<file path="src/pes_pkg.sv">
package pes_pkg;

    ////////////////////////////////////////////////////////////////////////////////
    // Register map and fields.
    localparam logic [3:0]  CTRL_OFFSET     = 4'h0;
    localparam logic [3:0]  STATUS_OFFSET   = 4'h4;
    localparam logic [31:0] CTRL_RESET      = 32'h0000_0000;
    localparam logic [31:0] CTRL_WMASK      = 32'h0001_FBF6;
    localparam int          UPPER_SEL_LSB   = 11;
    localparam int          LOWER_SEL_LSB   = 4;
    localparam int          USER_EN_BIT     = 2;
    localparam int          SUPER_EN_BIT    = 1;
    localparam int          SEL_W           = 6;
    localparam int          STAT_LOWER_BIT  = 0;
    localparam int          STAT_UPPER_BIT  = 1;
    localparam int          STAT_CAUSE_LSB  = 2;
    localparam int          STAT_L2_BIT     = 5;
    localparam logic [1:0]  RESP_OKAY       = 2'h0;
    localparam logic [1:0]  RESP_SLVERR     = 2'h2;

    ////////////////////////////////////////////////////////////////////////////////
    // Event codes shared by both halves.
    localparam logic [5:0]  EV_CYCLES       = 6'h00;
    localparam logic [5:0]  EV_RETIRED      = 6'h01;
    // Lower half.
    localparam logic [5:0]  EVL_ICACHE_MISS = 6'h02;
    localparam logic [5:0]  EVL_TARGET_CALC = 6'h03;
    localparam logic [5:0]  EVL_SECOND_BR   = 6'h04;
    localparam logic [5:0]  EVL_STOREQ_FULL = 6'h05;
    localparam logic [5:0]  EVL_INT_USE     = 6'h06;
    localparam logic [5:0]  EVL_TAKEN_WRONG = 6'h15;
    localparam logic [5:0]  EVL_TAKEN       = 6'h16;
    localparam logic [5:0]  EVL_RSTACK_MISS = 6'h17;
    // Upper half.
    localparam logic [5:0]  EVU_MISPREDICT  = 6'h02;
    localparam logic [5:0]  EVU_FP_BYPASS   = 6'h05;
    localparam logic [5:0]  EVU_DC_MISS     = 6'h06;
    localparam logic [5:0]  EVU_L2_MISS     = 6'h07;
    localparam logic [5:0]  EVU_FP_USE      = 6'h0B;
    localparam logic [5:0]  EVU_PC_MISS     = 6'h10;
    localparam logic [5:0]  EVU_UNTKN_WRONG = 6'h1D;
    localparam logic [5:0]  EVU_UNTAKEN     = 6'h1E;
    localparam logic [5:0]  EVU_RAW_HAZARD  = 6'h26;

    typedef enum logic [2:0] {
        CAUSE_NONE,
        CAUSE_ICACHE,
        CAUSE_MISPRED,
        CAUSE_TARGET,
        CAUSE_RSTACK
    } pes_cause_e;

endpackage : pes_pkg

</file>
<file path="src/pes_event_select.sv">
// Design decisions made here: the AXI4-Lite interface to the registers and the register offsets.
`timescale 1ns/100ps

// What this block does
// - Code 00.0000 on either half counts every clock, gated only by mode enables.
// - Code 00.0001 counts retired instructions, excluding annulled, mispredicted, trapped, helper ones.
// - Upper 01.0000 counts recirculation stalls from prefetch-cache miss on predicted second load.
// - A branch is retired only when it reaches the final stage uninvalidated.
// - Lower 01.0101 counts retired branches predicted taken but not taken.
// - Upper 01.1101 counts retired branches predicted untaken but taken.
// - Lower 01.0110 counts retired taken branches; upper 01.1110 retired untaken ones.
// - Each fetch-side stall adds one count per cycle its condition holds.
// - Dispatch-empty events count whenever the queue is empty, regardless of pipeline readiness.
// - An empty cycle goes to at most one dispatch event, the latest disruptive cause; none before any cause is seen.
// - Lower 00.0010 counts empty-queue cycles after an instruction-cache miss, including L2 time.
// - Upper 00.0010 counts empty-queue cycles following a branch misprediction.
// - Lower 00.0011 counts empty-queue cycles during branch target calculation.
// - Lower 00.0100 counts stalls from two branches in one fetch group.
// - Lower 01.0111 counts empty-queue cycles after a return-stack misprediction.
// - Lower 00.0101 counts register-stage stalls of a store facing a full store queue.
// - Upper 00.1011 counts register-stage stalls waiting on a floating-point result.
// - Lower 00.0110 counts register-stage stalls waiting on an integer result.
// - Upper 10.0110 counts recirculation stalls from unbypassable load-after-store hazards.
// - Upper 00.0101 counts recirculation stalls from floating-point bypass without a path.
// - Upper 00.0110 counts stalls of cacheable loads missing both caches, recirculated.
// - Upper 00.0111 counts cycles from second-level miss detection to recirculated load's final stage.
// - Select bits 16:11 pick the upper event, bits 9:4 the lower event.
// - User enable gates non-privileged counting, supervisor enable privileged; both halves.
module pes_event_select (
    input  wire logic        aclk,
    input  wire logic        aresetn,
    input  wire logic        ce,
    input  wire logic [3:0]  s_axi_awaddr,
    input  wire logic        s_axi_awvalid,
    output logic             s_axi_awready,
    input  wire logic [31:0] s_axi_wdata,
    input  wire logic [3:0]  s_axi_wstrb,
    input  wire logic        s_axi_wvalid,
    output logic             s_axi_wready,
    output logic [1:0]       s_axi_bresp,
    output logic             s_axi_bvalid,
    input  wire logic        s_axi_bready,
    input  wire logic [3:0]  s_axi_araddr,
    input  wire logic        s_axi_arvalid,
    output logic             s_axi_arready,
    output logic [31:0]      s_axi_rdata,
    output logic [1:0]       s_axi_rresp,
    output logic             s_axi_rvalid,
    input  wire logic        s_axi_rready,
    input  wire logic        privileged_mode,
    input  wire logic        instr_retire,
    input  wire logic        instr_annulled,
    input  wire logic        instr_mispredicted,
    input  wire logic        instr_trapped,
    input  wire logic        instr_helper,
    input  wire logic        branch_final_stage,
    input  wire logic        branch_invalidated,
    input  wire logic        branch_predicted_taken,
    input  wire logic        branch_actual_taken,
    input  wire logic        queue_empty,
    input  wire logic        fetch_icache_miss,
    input  wire logic        fetch_mispredict,
    input  wire logic        fetch_target_calc,
    input  wire logic        fetch_return_stack_miss,
    input  wire logic        second_branch_refetch_stall,
    input  wire logic        store_queue_full_stall,
    input  wire logic        float_result_wait_stall,
    input  wire logic        integer_result_wait_stall,
    input  wire logic        load_store_hazard_recirc,
    input  wire logic        float_bypass_recirc,
    input  wire logic        dcache_miss_recirc,
    input  wire logic        second_level_miss_detect,
    input  wire logic        recirc_load_final_stage,
    input  wire logic        prefetch_miss_recirc,
    output logic             lower_count_inc_q,
    output logic             upper_count_inc_q
);

    ////////////////////////////////////////////////////////////////////////////////
    // Register slave.
    logic [31:0]         ctrl_q;
    logic [3:0]          aw_addr_q;
    logic [31:0]         w_data_q;
    logic [3:0]          w_strb_q;
    logic [31:0]         wmask;
    logic [31:0]         stat;
    logic [31:0]         rd_data;
    logic                rd_hit;
    logic                wr_fire;
    pes_pkg::pes_cause_e cause_q;
    pes_pkg::pes_cause_e cause_d;
    logic                l2_wait_q;

    assign wr_fire = !s_axi_awready && !s_axi_wready && !s_axi_bvalid;

    always_comb begin
        for (int i = 0; i < 4; i++) begin
            wmask[i*8 +: 8] = {8{w_strb_q[i]}};
        end
    end

    always_ff @(posedge aclk) begin
        if (!aresetn) begin
            s_axi_awready <= 1'b1;
            aw_addr_q     <= 4'h0;
        end else if (ce) begin
            if (s_axi_awvalid && s_axi_awready) begin
                s_axi_awready <= 1'b0;
                aw_addr_q     <= s_axi_awaddr;
            end else if (s_axi_bvalid && s_axi_bready) begin
                s_axi_awready <= 1'b1;
            end
        end
    end

    always_ff @(posedge aclk) begin
        if (!aresetn) begin
            s_axi_wready <= 1'b1;
            w_data_q     <= 32'h0000_0000;
            w_strb_q     <= 4'h0;
        end else if (ce) begin
            if (s_axi_wvalid && s_axi_wready) begin
                s_axi_wready <= 1'b0;
                w_data_q     <= s_axi_wdata;
                w_strb_q     <= s_axi_wstrb;
            end else if (s_axi_bvalid && s_axi_bready) begin
                s_axi_wready <= 1'b1;
            end
        end
    end

    // Only the select and enable fields are writable; other bits stay zero.
    always_ff @(posedge aclk) begin
        if (!aresetn) begin
            ctrl_q       <= pes_pkg::CTRL_RESET;
            s_axi_bvalid <= 1'b0;
            s_axi_bresp  <= pes_pkg::RESP_OKAY;
        end else if (ce) begin
            if (wr_fire) begin
                s_axi_bvalid <= 1'b1;
                if (aw_addr_q == pes_pkg::CTRL_OFFSET) begin
                    ctrl_q      <= (ctrl_q & ~(wmask & pes_pkg::CTRL_WMASK))
                                 | (w_data_q & wmask & pes_pkg::CTRL_WMASK);
                    s_axi_bresp <= pes_pkg::RESP_OKAY;
                end else if (aw_addr_q == pes_pkg::STATUS_OFFSET) begin
                    s_axi_bresp <= pes_pkg::RESP_OKAY;
                end else begin
                    s_axi_bresp <= pes_pkg::RESP_SLVERR;
                end
            end else if (s_axi_bvalid && s_axi_bready) begin
                s_axi_bvalid <= 1'b0;
            end
        end
    end

    always_comb begin
        stat                                     = 32'h0000_0000;
        stat[pes_pkg::STAT_LOWER_BIT]            = lower_count_inc_q;
        stat[pes_pkg::STAT_UPPER_BIT]            = upper_count_inc_q;
        stat[pes_pkg::STAT_CAUSE_LSB +: 3]       = cause_q;
        stat[pes_pkg::STAT_L2_BIT]               = l2_wait_q;
        rd_hit                                   = 1'b1;
        if (s_axi_araddr == pes_pkg::CTRL_OFFSET) begin
            rd_data = ctrl_q;
        end else if (s_axi_araddr == pes_pkg::STATUS_OFFSET) begin
            rd_data = stat;
        end else begin
            rd_data = 32'h0000_0000;
            rd_hit  = 1'b0;
        end
    end

    always_ff @(posedge aclk) begin
        if (!aresetn) begin
            s_axi_arready <= 1'b1;
            s_axi_rvalid  <= 1'b0;
            s_axi_rdata   <= 32'h0000_0000;
            s_axi_rresp   <= pes_pkg::RESP_OKAY;
        end else if (ce) begin
            if (s_axi_arvalid && s_axi_arready) begin
                s_axi_arready <= 1'b0;
                s_axi_rvalid  <= 1'b1;
                s_axi_rdata   <= rd_data;
                s_axi_rresp   <= rd_hit ? pes_pkg::RESP_OKAY : pes_pkg::RESP_SLVERR;
            end else if (s_axi_rvalid && s_axi_rready) begin
                s_axi_arready <= 1'b1;
                s_axi_rvalid  <= 1'b0;
            end
        end
    end

    ////////////////////////////////////////////////////////////////////////////////
    // Event conditions.
    logic [5:0] lower_sel;
    logic [5:0] upper_sel;
    logic       count_en;
    logic       retired;
    logic       br_retired;
    logic       empty_icache;
    logic       empty_mispred;
    logic       empty_target;
    logic       empty_rstack;
    logic       l2_active;
    logic       lower_ev;
    logic       upper_ev;

    assign lower_sel = ctrl_q[pes_pkg::LOWER_SEL_LSB +: pes_pkg::SEL_W];
    assign upper_sel = ctrl_q[pes_pkg::UPPER_SEL_LSB +: pes_pkg::SEL_W];
    assign count_en  = privileged_mode ? ctrl_q[pes_pkg::SUPER_EN_BIT]
                                       : ctrl_q[pes_pkg::USER_EN_BIT];

    assign retired = instr_retire && !instr_annulled && !instr_mispredicted
                  && !instr_trapped && !instr_helper;
    assign br_retired = branch_final_stage && !branch_invalidated;

    // A cause seen this cycle already owns this cycle; simultaneous causes
    // resolve by fixed priority because the fetch unit gives no finer order.
    always_comb begin
        cause_d = cause_q;
        if (fetch_mispredict) begin
            cause_d = pes_pkg::CAUSE_MISPRED;
        end else if (fetch_return_stack_miss) begin
            cause_d = pes_pkg::CAUSE_RSTACK;
        end else if (fetch_icache_miss) begin
            cause_d = pes_pkg::CAUSE_ICACHE;
        end else if (fetch_target_calc) begin
            cause_d = pes_pkg::CAUSE_TARGET;
        end
    end

    always_ff @(posedge aclk) begin
        if (!aresetn) begin
            cause_q <= pes_pkg::CAUSE_NONE;
        end else if (ce) begin
            cause_q <= cause_d;
        end
    end

    // Pipeline readiness is deliberately not an input here.
    assign empty_icache  = queue_empty && cause_d == pes_pkg::CAUSE_ICACHE;
    assign empty_mispred = queue_empty && cause_d == pes_pkg::CAUSE_MISPRED;
    assign empty_target  = queue_empty && cause_d == pes_pkg::CAUSE_TARGET;
    assign empty_rstack  = queue_empty && cause_d == pes_pkg::CAUSE_RSTACK;

    // Miss detection wins over a same-cycle final-stage arrival.
    always_ff @(posedge aclk) begin
        if (!aresetn) begin
            l2_wait_q <= 1'b0;
        end else if (ce) begin
            l2_wait_q <= second_level_miss_detect || (l2_wait_q && !recirc_load_final_stage);
        end
    end
    // The final-stage cycle is no longer a stall, so it closes the window uncounted.
    assign l2_active = second_level_miss_detect || (l2_wait_q && !recirc_load_final_stage);

    always_comb begin
        lower_ev = 1'b0;
        case (lower_sel)
            pes_pkg::EV_CYCLES:       lower_ev = 1'b1;
            pes_pkg::EV_RETIRED:      lower_ev = retired;
            pes_pkg::EVL_ICACHE_MISS: lower_ev = empty_icache;
            pes_pkg::EVL_TARGET_CALC: lower_ev = empty_target;
            pes_pkg::EVL_SECOND_BR:   lower_ev = second_branch_refetch_stall;
            pes_pkg::EVL_STOREQ_FULL: lower_ev = store_queue_full_stall;
            pes_pkg::EVL_INT_USE:     lower_ev = integer_result_wait_stall;
            pes_pkg::EVL_TAKEN_WRONG: lower_ev = br_retired && branch_predicted_taken && !branch_actual_taken;
            pes_pkg::EVL_TAKEN:       lower_ev = br_retired && branch_actual_taken;
            pes_pkg::EVL_RSTACK_MISS: lower_ev = empty_rstack;
            default:                  lower_ev = 1'b0;
        endcase
    end

    always_comb begin
        upper_ev = 1'b0;
        case (upper_sel)
            pes_pkg::EV_CYCLES:       upper_ev = 1'b1;
            pes_pkg::EV_RETIRED:      upper_ev = retired;
            pes_pkg::EVU_MISPREDICT:  upper_ev = empty_mispred;
            pes_pkg::EVU_FP_BYPASS:   upper_ev = float_bypass_recirc;
            pes_pkg::EVU_DC_MISS:     upper_ev = dcache_miss_recirc;
            pes_pkg::EVU_L2_MISS:     upper_ev = l2_active;
            pes_pkg::EVU_FP_USE:      upper_ev = float_result_wait_stall;
            pes_pkg::EVU_PC_MISS:     upper_ev = prefetch_miss_recirc;
            pes_pkg::EVU_UNTKN_WRONG: upper_ev = br_retired && !branch_predicted_taken && branch_actual_taken;
            pes_pkg::EVU_UNTAKEN:     upper_ev = br_retired && !branch_actual_taken;
            pes_pkg::EVU_RAW_HAZARD:  upper_ev = load_store_hazard_recirc;
            default:                  upper_ev = 1'b0;
        endcase
    end

    // One qualifier per clock, so each held stall cycle adds exactly one.
    always_ff @(posedge aclk) begin
        if (!aresetn) begin
            lower_count_inc_q <= 1'b0;
            upper_count_inc_q <= 1'b0;
        end else if (ce) begin
            lower_count_inc_q <= lower_ev && count_en;
            upper_count_inc_q <= upper_ev && count_en;
        end
    end
endmodule : pes_event_select

</file>
<file path="config.mk">
export PLATFORM = sky130hd
export DESIGN_NAME = pes_event_select
export DESIGN_NICKNAME = d
export VERILOG_FILES = /design/src/pes_pkg.sv /design/src/pes_event_select.sv
export SDC_FILE = /design/constraint.sdc
export NUM_CORES = 1
export LEC_CHECK = 0
export BUFFER_PORTS_ARGS = -buffer_cell sky130_fd_sc_hd__buf_2
export CORE_MARGIN = 3
export CORE_UTILIZATION = 50
export CTS_BUF_LIST = sky130_fd_sc_hd__clkbuf_8
export DETAILED_ROUTE_END_ITERATION = 10
export PLACE_DENSITY = 0.79
export SLEW_MARGIN = 20
export SYNTH_ARGS = -nofsm -noshare
export SYNTH_HDL_FRONTEND = slang
export SYNTH_SLANG_ARGS = --single-unit
</file>
<file path="constraint.sdc">
create_clock -name aclk -period 2.5 [get_ports aclk]
set_input_delay 0.125 -clock aclk [delete_from_list [all_inputs] [get_ports aclk]]
set_output_delay 0.125 -clock aclk [all_outputs]
set_load 0.01 [all_outputs]
</file>
==> flow_summary.json, run 1 <==
{
  "status": "completed",
  "relSlewSlack": 0.363,
  "start_util": 0.523,
  "min_period_ns": 1.84,
  "vias": 2662,
  "cp_slowest_cell": "nor2b_1",
  "row_count": 27,
  "dp_hpwl_um": 4960,
  "drc": 0,
  "drv_slew": 0,
  "wl_per_cell_um": 13.7,
  "synth.distinct_cells": 43,
  "die_x_um": 82.6,
  "syn_to_final_growth_pct": 18.7,
  "cts_root_buffer": "clkbuf_8",
  "dr.pass1.iters": 4,
  "placed_cell_area_um2": 3280,
  "synth_cells": 357,
  "max_slew.worst_pin.slew_ns": 0.953,
  "slowest_delay_ns": 0.59,
  "cp.required_ns": 2.76,
  "peakVddDrop_mv": 0.336,
  "cts-resized-gates": 0,
  "nNetsFinal": 505,
  "postLayoutCellArea_um2": 3480,
  "hold_path_depth": 3,
  "crit_path_max_fanout": 10,
  "clock_sinks": 64,
  "clock_skew_ns": 0.00845,
  "setup-tns-final_ns": 0,
  "fmax_mhz": 545,
  "fillerInstances": 512,
  "worstSetupPathType": "reg -> reg",
  "ys_seq_area_frac": 0.437,
  "grt_max_degree": 60,
  "clkLatencyLatePin_ns": 0.34,
  "die_y_um": 82.6,
  "final_common_cell": "buf_2",
  "crit_chain": "nand3_1 > nor4_4 > buf_4 > nor2b_1 > a22oi_1 > nor2_1",
  "drive_gt1_frac": 0.257,
  "synth_area_um2": 2930,
  "antenna_found_initial": 0,
  "setup_viol": 0,
  "crit_path_end_kind": "flop",
  "ant_nets": 0,
  "portBuffers": 82,
  "final_cell_mix": "buf_2, dfxtp_1, nand2_1",
  "drt_wl_total_um": 6900,
  "first_iter_violations": 196,
  "rr_worst_depth": 6,
  "ys_seq_elements": 64,
  "grt_pass1_vias": 2350,
  "hold_viol": 0,
  "io-pin-count": 120,
  "tritoncts": "done",
  "timing.final.crit_share": 0.734,
  "synth-async-reset-ratio": 0,
  "die_area_um2": 6820,
  "post-place-ws_ns": 0.518,
  "fin_hold_ws_ns": 0.0218,
  "power_mw": 2.15,
  "grt-ovfl-total": 0,
  "cts_setup_buffers": 0,
  "cts_made_buffers": 9,
  "cts.path.max_buffers": 2,
  "rsz0062_at_grt": "no",
  "yosysWarnings": 0,
  "syn_area_per_cell_um2": 8.22,
  "global_route.usage.total": 0.210,
  "place_congestion": 0.765,
  "cp-start-kind": "flop",
  "hold_class": "in -> reg",
  "grt_pass1_wl_um": 10900,
  "pwr_density_cell_nw_per_um2": 617,
  "htreeDepth": 3,
  "fin_ws_ns": 0.665,
  "cellLeakagePower_nw": 1.47,
  "antennaDiodeCount": 0,
  "maxCapViolations": 0,
  "synthFlopType": "dfxtp_1",
  "via_per_inst": 5.28,
  "synth_edf_count": 0,
  "clk_pin_slew_worst_paths_ns": 0.06,
  "ctsHoldBuffers": 0,
  "core_um2": 5610,
  "arrival_ns": 2.10
}
-- per-layer routing --
layer	track usage	vias to the layer above	routed length (um)	part of all wire
met5	0	-	0	0
met3	0.0499	11	468	0.068
li1	-	1358	-	-
met2	0.340	89	3220	0.47
met1	0.271	1204	3120	0.45
met4	0.0801	0	94	0.014
-- metrics by stage --
step	std cells	util
after floorplan	374	-
after global placement	489	0.584
after detailed placement	489	0.584
after CTS	504	0.621
after global routing	504	0.621
final	504	0.621
-- cell type report --
type,count,area [um2],share of cell area
Clock buffer,12,165,0.0474
Clock inverter,3,41.3,0.0119
Inverter,3,11.3,0.00323
Multi-Input combinational cell,265,1460,0.419
Sequential cell,64,1280,0.368
Tap cell,72,90.1,0.0259
Timing Repair Buffer,85,433,0.124
-- report_power, final --
part / internal, mW / switching [mW] / total [mW]
Sequential: 1.05 / 0.0203 / 1.07
Combinational: 0.0703 / 0.102 / 0.172
Clock: 0.533 / 0.377 / 0.910
-- Yosys cell counts (2+ instances only) --
cell / n / area [um2]
a211oi_1: 4 / 30.0
a21boi_0: 2 / 15.0
a21oi_1: 37 / 185
a22oi_1: 15 / 113
a311oi_1: 2 / 17.5
a31oi_1: 4 / 25.0
a32oi_1: 2 / 17.5
and3_1: 3 / 18.8
buf_2: 6 / 30.0
buf_4: 19 / 143
clkbuf_1: 15 / 56.3
dfxtp_1: 64 / 1280
inv_1: 2 / 7.51
mux2_2: 5 / 56.3
mux2i_1: 7 / 70.1
nand2_1: 59 / 221
nand2b_1: 2 / 12.5
nand3_1: 21 / 105
nand4b_1: 4 / 35.0
nor2_1: 34 / 128
nor2b_1: 6 / 37.5
nor3_1: 6 / 30.0
nor3b_1: 2 / 15.0
nor4_1: 2 / 12.5
nor4_4: 2 / 42.5
nor4bb_1: 2 / 20.0
o21ai_0: 12 / 60.1
or2_2: 2 / 12.5
or4_1: 2 / 15.0
-- final timing paths --
kind / from / end / slack (ns)
min: s_axi_wdata[9] / w_data_q[9] / 0.02
min reg2reg: w_data_q[14] / w_data_q[14] / 0.46
max reg2reg: s_axi_arready / s_axi_rdata[9] / 0.66
max: s_axi_arready / s_axi_rdata[9] / 0.66
-- cells by family (layout without fill, tap and decap cells) --
group,count (synthesis),count (layout),share of synthesized area
compound gates,80,80,0.163
buf+inv,45,103,0.0870
flops,64,64,0.437
mux,12,12,0.0431
other cells,1,18,0.00128
simple gates,155,155,0.269
-- worst max-delay path: cells and delay by family (launching register included) --
family	cells	cell delay (ns)
buffers and inverters	1	0.19
AO/OA/AOI/OAI	1	0.15
flip-flops	1	0.37
AND/OR/NAND/NOR	4	1.05
(Power assumes the default switching activity.)
==> inputs of run 2 (changes only) <==
- ABC_AREA: default -> 1
- PLACE_DENSITY: 0.79 -> 0.78
- clock period: 2.5 -> 1.8 ns (I/O delays scaled with it)
==> run 2 against run 1 <==
Net effect: fmax grew 28%; cell area rose by 5.6%; synthesized cell count up 23%; largest power group unchanged; utilization is 1.9 points higher; total power rose by 45%; worst setup slack worse by 0.30 ns; largest cell class unchanged.
==> flow_summary.json, run 2 <==
{
  "slowest_delay_ns": 0.34,
  "via_per_inst": 4.87,
  "drive_gt1_frac": 0.216,
  "die_area_um2": 7130,
  "syn_to_final_growth_pct": 19.5,
  "crit_path_max_fanout": 11,
  "timing.final.crit_share": 0.797,
  "regToRegStartpoint": "s_axi_wready",
  "die_x_um": 84.4,
  "ctsHoldBuffers": 0,
  "cp-start-kind": "flop",
  "synth_commonest_cells": "nand2_1, dfxtp_1, inv_1",
  "place_congestion": 0.839,
  "syn_area_per_cell_um2": 6.99,
  "clock_sinks": 64,
  "htreeDepth": 3,
  "grt-ovfl-total": 0,
  "drv_slew": 0,
  "die_y_um": 84.4,
  "clock_skew_ns": 0.00491,
  "antenna_found_initial": 0,
  "crit_path_start": "s_axi_wready",
  "row_count": 27,
  "synth_edf_count": 0,
  "dr.pass1.iters": 5,
  "ys_seq_area_frac": 0.416,
  "cts.path.max_buffers": 2,
  "setup-tns-final_ns": 0,
  "start_util": 0.536,
  "ys_seq_elements": 64,
  "rsz0062_at_grt": "no",
  "tritoncts": "done",
  "antennaDiodeCount": 0,
  "cp.required_ns": 2.06,
  "synthFlopType": "dfxtp_1",
  "peakVddDrop_mv": 0.493,
  "global_route.usage.total": 0.202,
  "io-pin-count": 120,
  "cellLeakagePower_nw": 1.78,
  "yosysWarnings": 0,
  "grt_max_degree": 44,
  "rr_worst_depth": 7,
  "synth_area_um2": 3080,
  "yosysMostFrequentCell": "nand2_1",
  "fin_hold_ws_ns": 0.0370,
  "hold_class": "in -> reg",
  "clk_pin_slew_worst_paths_ns": 0.06,
  "reg2reg_slack_ns": 0.36,
  "synth_cells": 440,
  "crit_family": "simple AND/OR/NAND/NOR gates",
  "crit_path_end_kind": "flop",
  "cts-resized-gates": 0,
  "fillerInstances": 536,
  "synth.area.top_cells": "dfxtp_1, a21oi_1, nand2_1",
  "final_cell_mix": "buf_2, nand2_1, inv_1",
  "portBuffers": 82,
  "place_inst": 583,
  "cts_made_buffers": 9,
  "ff_latch_area_um2": 1280,
  "cts_root_buffer": "clkbuf_8",
  "setup_viol": 0,
  "nNetsFinal": 599,
  "final_cells": 599,
  "dp_hpwl_um": 5290,
  "vias": 2920,
  "first_iter_violations": 139,
  "synth.distinct_cells": 33,
  "arrival_ns": 1.70,
  "grt_pass1_vias": 2683,
  "ant_nets": 0,
  "synth-async-reset-ratio": 0,
  "yosysTopAreaCellShare": 0.416,
  "grt_pass1_wl_um": 11900,
  "cts_setup_buffers": 0,
  "wl_per_cell_um": 11.5,
  "hold_viol": 0,
  "power_mw": 3.11,
  "path_buf_inv": 1,
  "crit_chain": "nor2_1 > nand3_2 > nor2_4 > nand2_2 > inv_1 > o21ai_0 > a21oi_1",
  "cp_num_cells": 7,
  "final_common_cell": "buf_2",
  "status": "completed",
  "drt_wl_total_um": 6900,
  "clkLatencyLatePin_ns": 0.33,
  "min_period_ns": 1.44,
  "multiInputGateArea_um2": 1400,
  "pwr_density_cell_nw_per_um2": 845,
  "worstSetupPathType": "reg -> reg",
  "fmax_mhz": 697,
  "maxCapViolations": 0,
  "yosys.area.top_type": "dfxtp_1",
  "drc": 0,
  "core_um2": 5740,
  "cp_slowest_cell": "dfxtp_1"
}
## run 2: cell types whose count changed after synthesis, moves of 7 or more
cell	change
a21oi_1	+20
a22oi_1	-15
inv_1	+62
mux2i_1	-7
nand2_1	+11
nand3_1	+12
nor2_1	+8
o21ai_0	+29
## run 2: final cells by class
class,instances,share of cell area
flip-flops and latches,64,0.348
repair buffers,86,0.120
clock buffers,10,0.0374
multi-input cells,293,0.379
clock inverters,6,0.0208
well taps,72,0.0245
inverters,68,0.0698
## run 2: kinds of logic after synthesis
kind of cell    count (synthesis)  share of synthesized area
simple gates                  163                      0.239
flops                          64                      0.416
compound gates                112                      0.192
other cells                     1                    0.00122
buf+inv                       100                      0.151
## run 2: layer usage
layer / vias up / share of wire / global-route usage
met5: - / 0 / 0
met1: 1272 / 0.45 / 0.261
met3: 8 / 0.066 / 0.0432
met2: 93 / 0.47 / 0.336
met4: 0 / 0.012 / 0.0647
li1: 1547 / - / -
## run 2: worst reg2reg max path, stage by stage (launching register included)
cell and delay [ns]:
dfxtp_1 0.34, nor2_1 0.13, nand3_2 0.14, nor2_4 0.21, nand2_2 0.17, inv_1 0.14
o21ai_0 0.11, a21oi_1 0.13
## run 2: report_power, final
group	internal [mW]	switching, mW
combinational	0.116	0.187
clock	0.800	0.499
sequential	1.47	0.0306
## run 2: how the worst min path moves through the flow
| stage | start | end | slack [ns] | cells past startpoint |
|---|---|---|---|---|
| after global routing | s_axi_awaddr[2] | aw_addr_q[2] | 0.03 | 3 |
| after detailed placement | s_axi_wdata[16] | w_data_q[16] | 0.37 | 3 |
| after CTS | s_axi_wdata[16] | w_data_q[16] | 0.02 | 3 |
| after global placement | s_axi_awaddr[2] | aw_addr_q[2] | 0.37 | 3 |
| final | s_axi_wstrb[0] | w_strb_q[0] | 0.04 | 3 |
| after floorplan | aresetn | w_data_q[16] | 0.23 | 2 |
## run 2: stage by stage
stage	worst slack, ns	util	area [um2]
after CTS	0.348	0.640	3680
after floorplan	0.568	-	3140
after global placement	0.449	0.603	3460
after detailed placement	0.386	0.603	3460
final	0.365	0.640	3680
after global routing	0.158	0.640	3680
==> inputs of run 3 (changes only) <==
- ABC_AREA: 1 -> 0
- PLACE_DENSITY: 0.78 -> 0.79
- clock period: 1.8 -> 1.35 ns (I/O delays scaled with it)
==> run 3 against run 2 <==
Net effect: the run now ends with negative setup slack left; flip-flop and latch count did not move; largest cell class unchanged; register-to-register slack got worse by 0.56 ns; first-iteration DRC count rose by 40%; total power rose by 30%; critical path depth fell by 1; combinational power rose by 47%; hold slack got worse by 0.031 ns; clock skew rose by 0.00076 ns; sequential power rose by 32%; cell area rose by 15%; global-route usage rose by 5.3 points; largest power group unchanged.
==> flow_summary.json, run 3 (synthesis gave the netlist of run 1 again) <==
{
  "crit_path_max_fanout": 7,
  "wl_per_cell_um": 15.7,
  "htreeDepth": 3,
  "grt_max_degree": 24,
  "cts_root_buffer": "clkbuf_8",
  "ant_nets": 0,
  "grt_pass1_vias": 2873,
  "antennaDiodeCount": 0,
  "rsz0062_at_grt": "yes",
  "place_congestion": 0.883,
  "first_iter_violations": 194,
  "max_slew.worst_pin.slew_ns": 0.535,
  "final_cells": 558,
  "die_area_um2": 6820,
  "die_x_um": 82.6,
  "pwr_density_cell_nw_per_um2": 954,
  "global_route.usage.total": 0.254,
  "via_per_inst": 5.42,
  "maxCapViolations": 0,
  "timing.final.crit_share": 1.15,
  "drv_slew": 0,
  "dp_hpwl_um": 5330,
  "drt_wl_total_um": 8770,
  "fmax_mhz": 647,
  "fin_ws_ns": -0.197,
  "peakVddDrop_mv": 0.618,
  "start_util": 0.523,
  "crit_path_end_kind": "flop",
  "cts.path.max_buffers": 2,
  "antenna_found_initial": 0,
  "die_y_um": 82.6,
  "grt-ovfl-total": 0,
  "reg2reg_slack_ns": -0.20,
  "fin_hold_ws_ns": 0.00564,
  "setup_viol": 15,
  "place_inst": 517,
  "final_common_cell": "buf_2",
  "clock_sinks": 64,
  "core_um2": 5610,
  "hold_class": "in -> reg",
  "drc": 0,
  "status": "finished with violations",
  "io-pin-count": 120,
  "nNetsFinal": 559,
  "portBuffers": 82,
  "dr.pass1.iters": 7,
  "vias": 3024,
  "cts_made_buffers": 9,
  "violations": "negative setup slack",
  "final_cell_mix": "buf_2, dfxtp_1, nand2_1",
  "fillerInstances": 423,
  "drive_gt1_frac": 0.391,
  "clkLatencyLatePin_ns": 0.34,
  "cellLeakagePower_nw": 1.76,
  "grt_pass1_wl_um": 13100,
  "relSlewSlack": 0.643,
  "ff_latch_area_um2": 1290,
  "arrival_ns": 1.78,
  "multiInputGateArea_um2": 1700,
  "tritoncts": "done",
  "worstSetupPathType": "reg -> reg",
  "cp-start-kind": "flop",
  "setup-tns-final_ns": -2.35,
  "min_period_ns": 1.55,
  "cp.required_ns": 1.58,
  "power_mw": 4.03,
  "hold_viol": 0,
  "syn_to_final_growth_pct": 44.1,
  "clk_pin_slew_worst_paths_ns": 0.07,
  "clock_skew_ns": 0.00566,
  "row_count": 27
}
run 3: cell types whose count changed in the layout (fill, tap and decap cells not counted), moves of 22 or more:
cell           before  now
nand2_1            70   43
inv_1              67    4
dlygate4sd3_1       0   22
o21ai_0            41   11
a21oi_1            57   25
buf_4               4   29
run 3: what timing repair did:
| item | in CTS | in global routing |
|---|---|---|
| endpoints found under the hold margin | 24 | 0 |
| gates cloned | 2 | 1 |
| hold buffers | 22 | 0 |
| buffers inserted | 2 | 1 |
| resized for setup | 30 | 32 |
| endpoints found under the setup margin | 15 | 26 |
| pin swaps | 27 | 11 |
run 3: area by class of cell:
| cell class | instances | share of cell area |
|---|---|---|
| Clock buffer | 10 | 0.0326 |
| Clock inverter | 5 | 0.0118 |
| Inverter | 3 | 0.00266 |
| Multi-Input combinational cell | 265 | 0.401 |
| Sequential cell | 64 | 0.306 |
| Tap cell | 72 | 0.0213 |
| Timing Repair Buffer | 139 | 0.225 |
run 3: power breakdown:
group          switching [mW]  leakage (nW)  total, mW  internal (mW)
clock                   0.728         0.101       1.60          0.876
sequential             0.0452         0.520       1.98           1.94
combinational           0.233          1.14      0.446          0.213
run 3: metal layers:
layer / vias up / global-route usage / wire (um)
met1: 1416 / 0.290 / 3530
met3: 22 / 0.0553 / 592
met4: 0 / 0.116 / 242
met2: 122 / 0.450 / 4400
met5: - / 0 / 0
li1: 1464 / - / -
run 3: worst max-delay path: stages, from the launching register on:
cell and delay, ns:
dfxtp_2 0.34, nor4b_4 0.33, and3b_2 0.33, buf_12 0.16, nand2_8 0.09, nand2_4 0.12, a21oi_2 0.06
run 3: worst paths after layout:
| path | start | end | cells after the start |
|---|---|---|---|
| max | s_axi_wready | flop | 6 |
| min | second_level_miss_detect | l2_wait_q | 3 |
| max reg2reg | s_axi_wready | flop | 6 |
| min reg2reg | w_data_q[6] | w_data_q[6] | 2 |
run 3: stage by stage:
stage,worst slack [ns],util,area [um2]
after floorplan,-0.0614,-,3030
after global placement,-0.0976,0.633,3550
after detailed placement,-0.183,0.633,3550
after CTS,-0.176,0.737,4130
after global routing,-0.279,0.754,4230
final,-0.197,0.754,4230
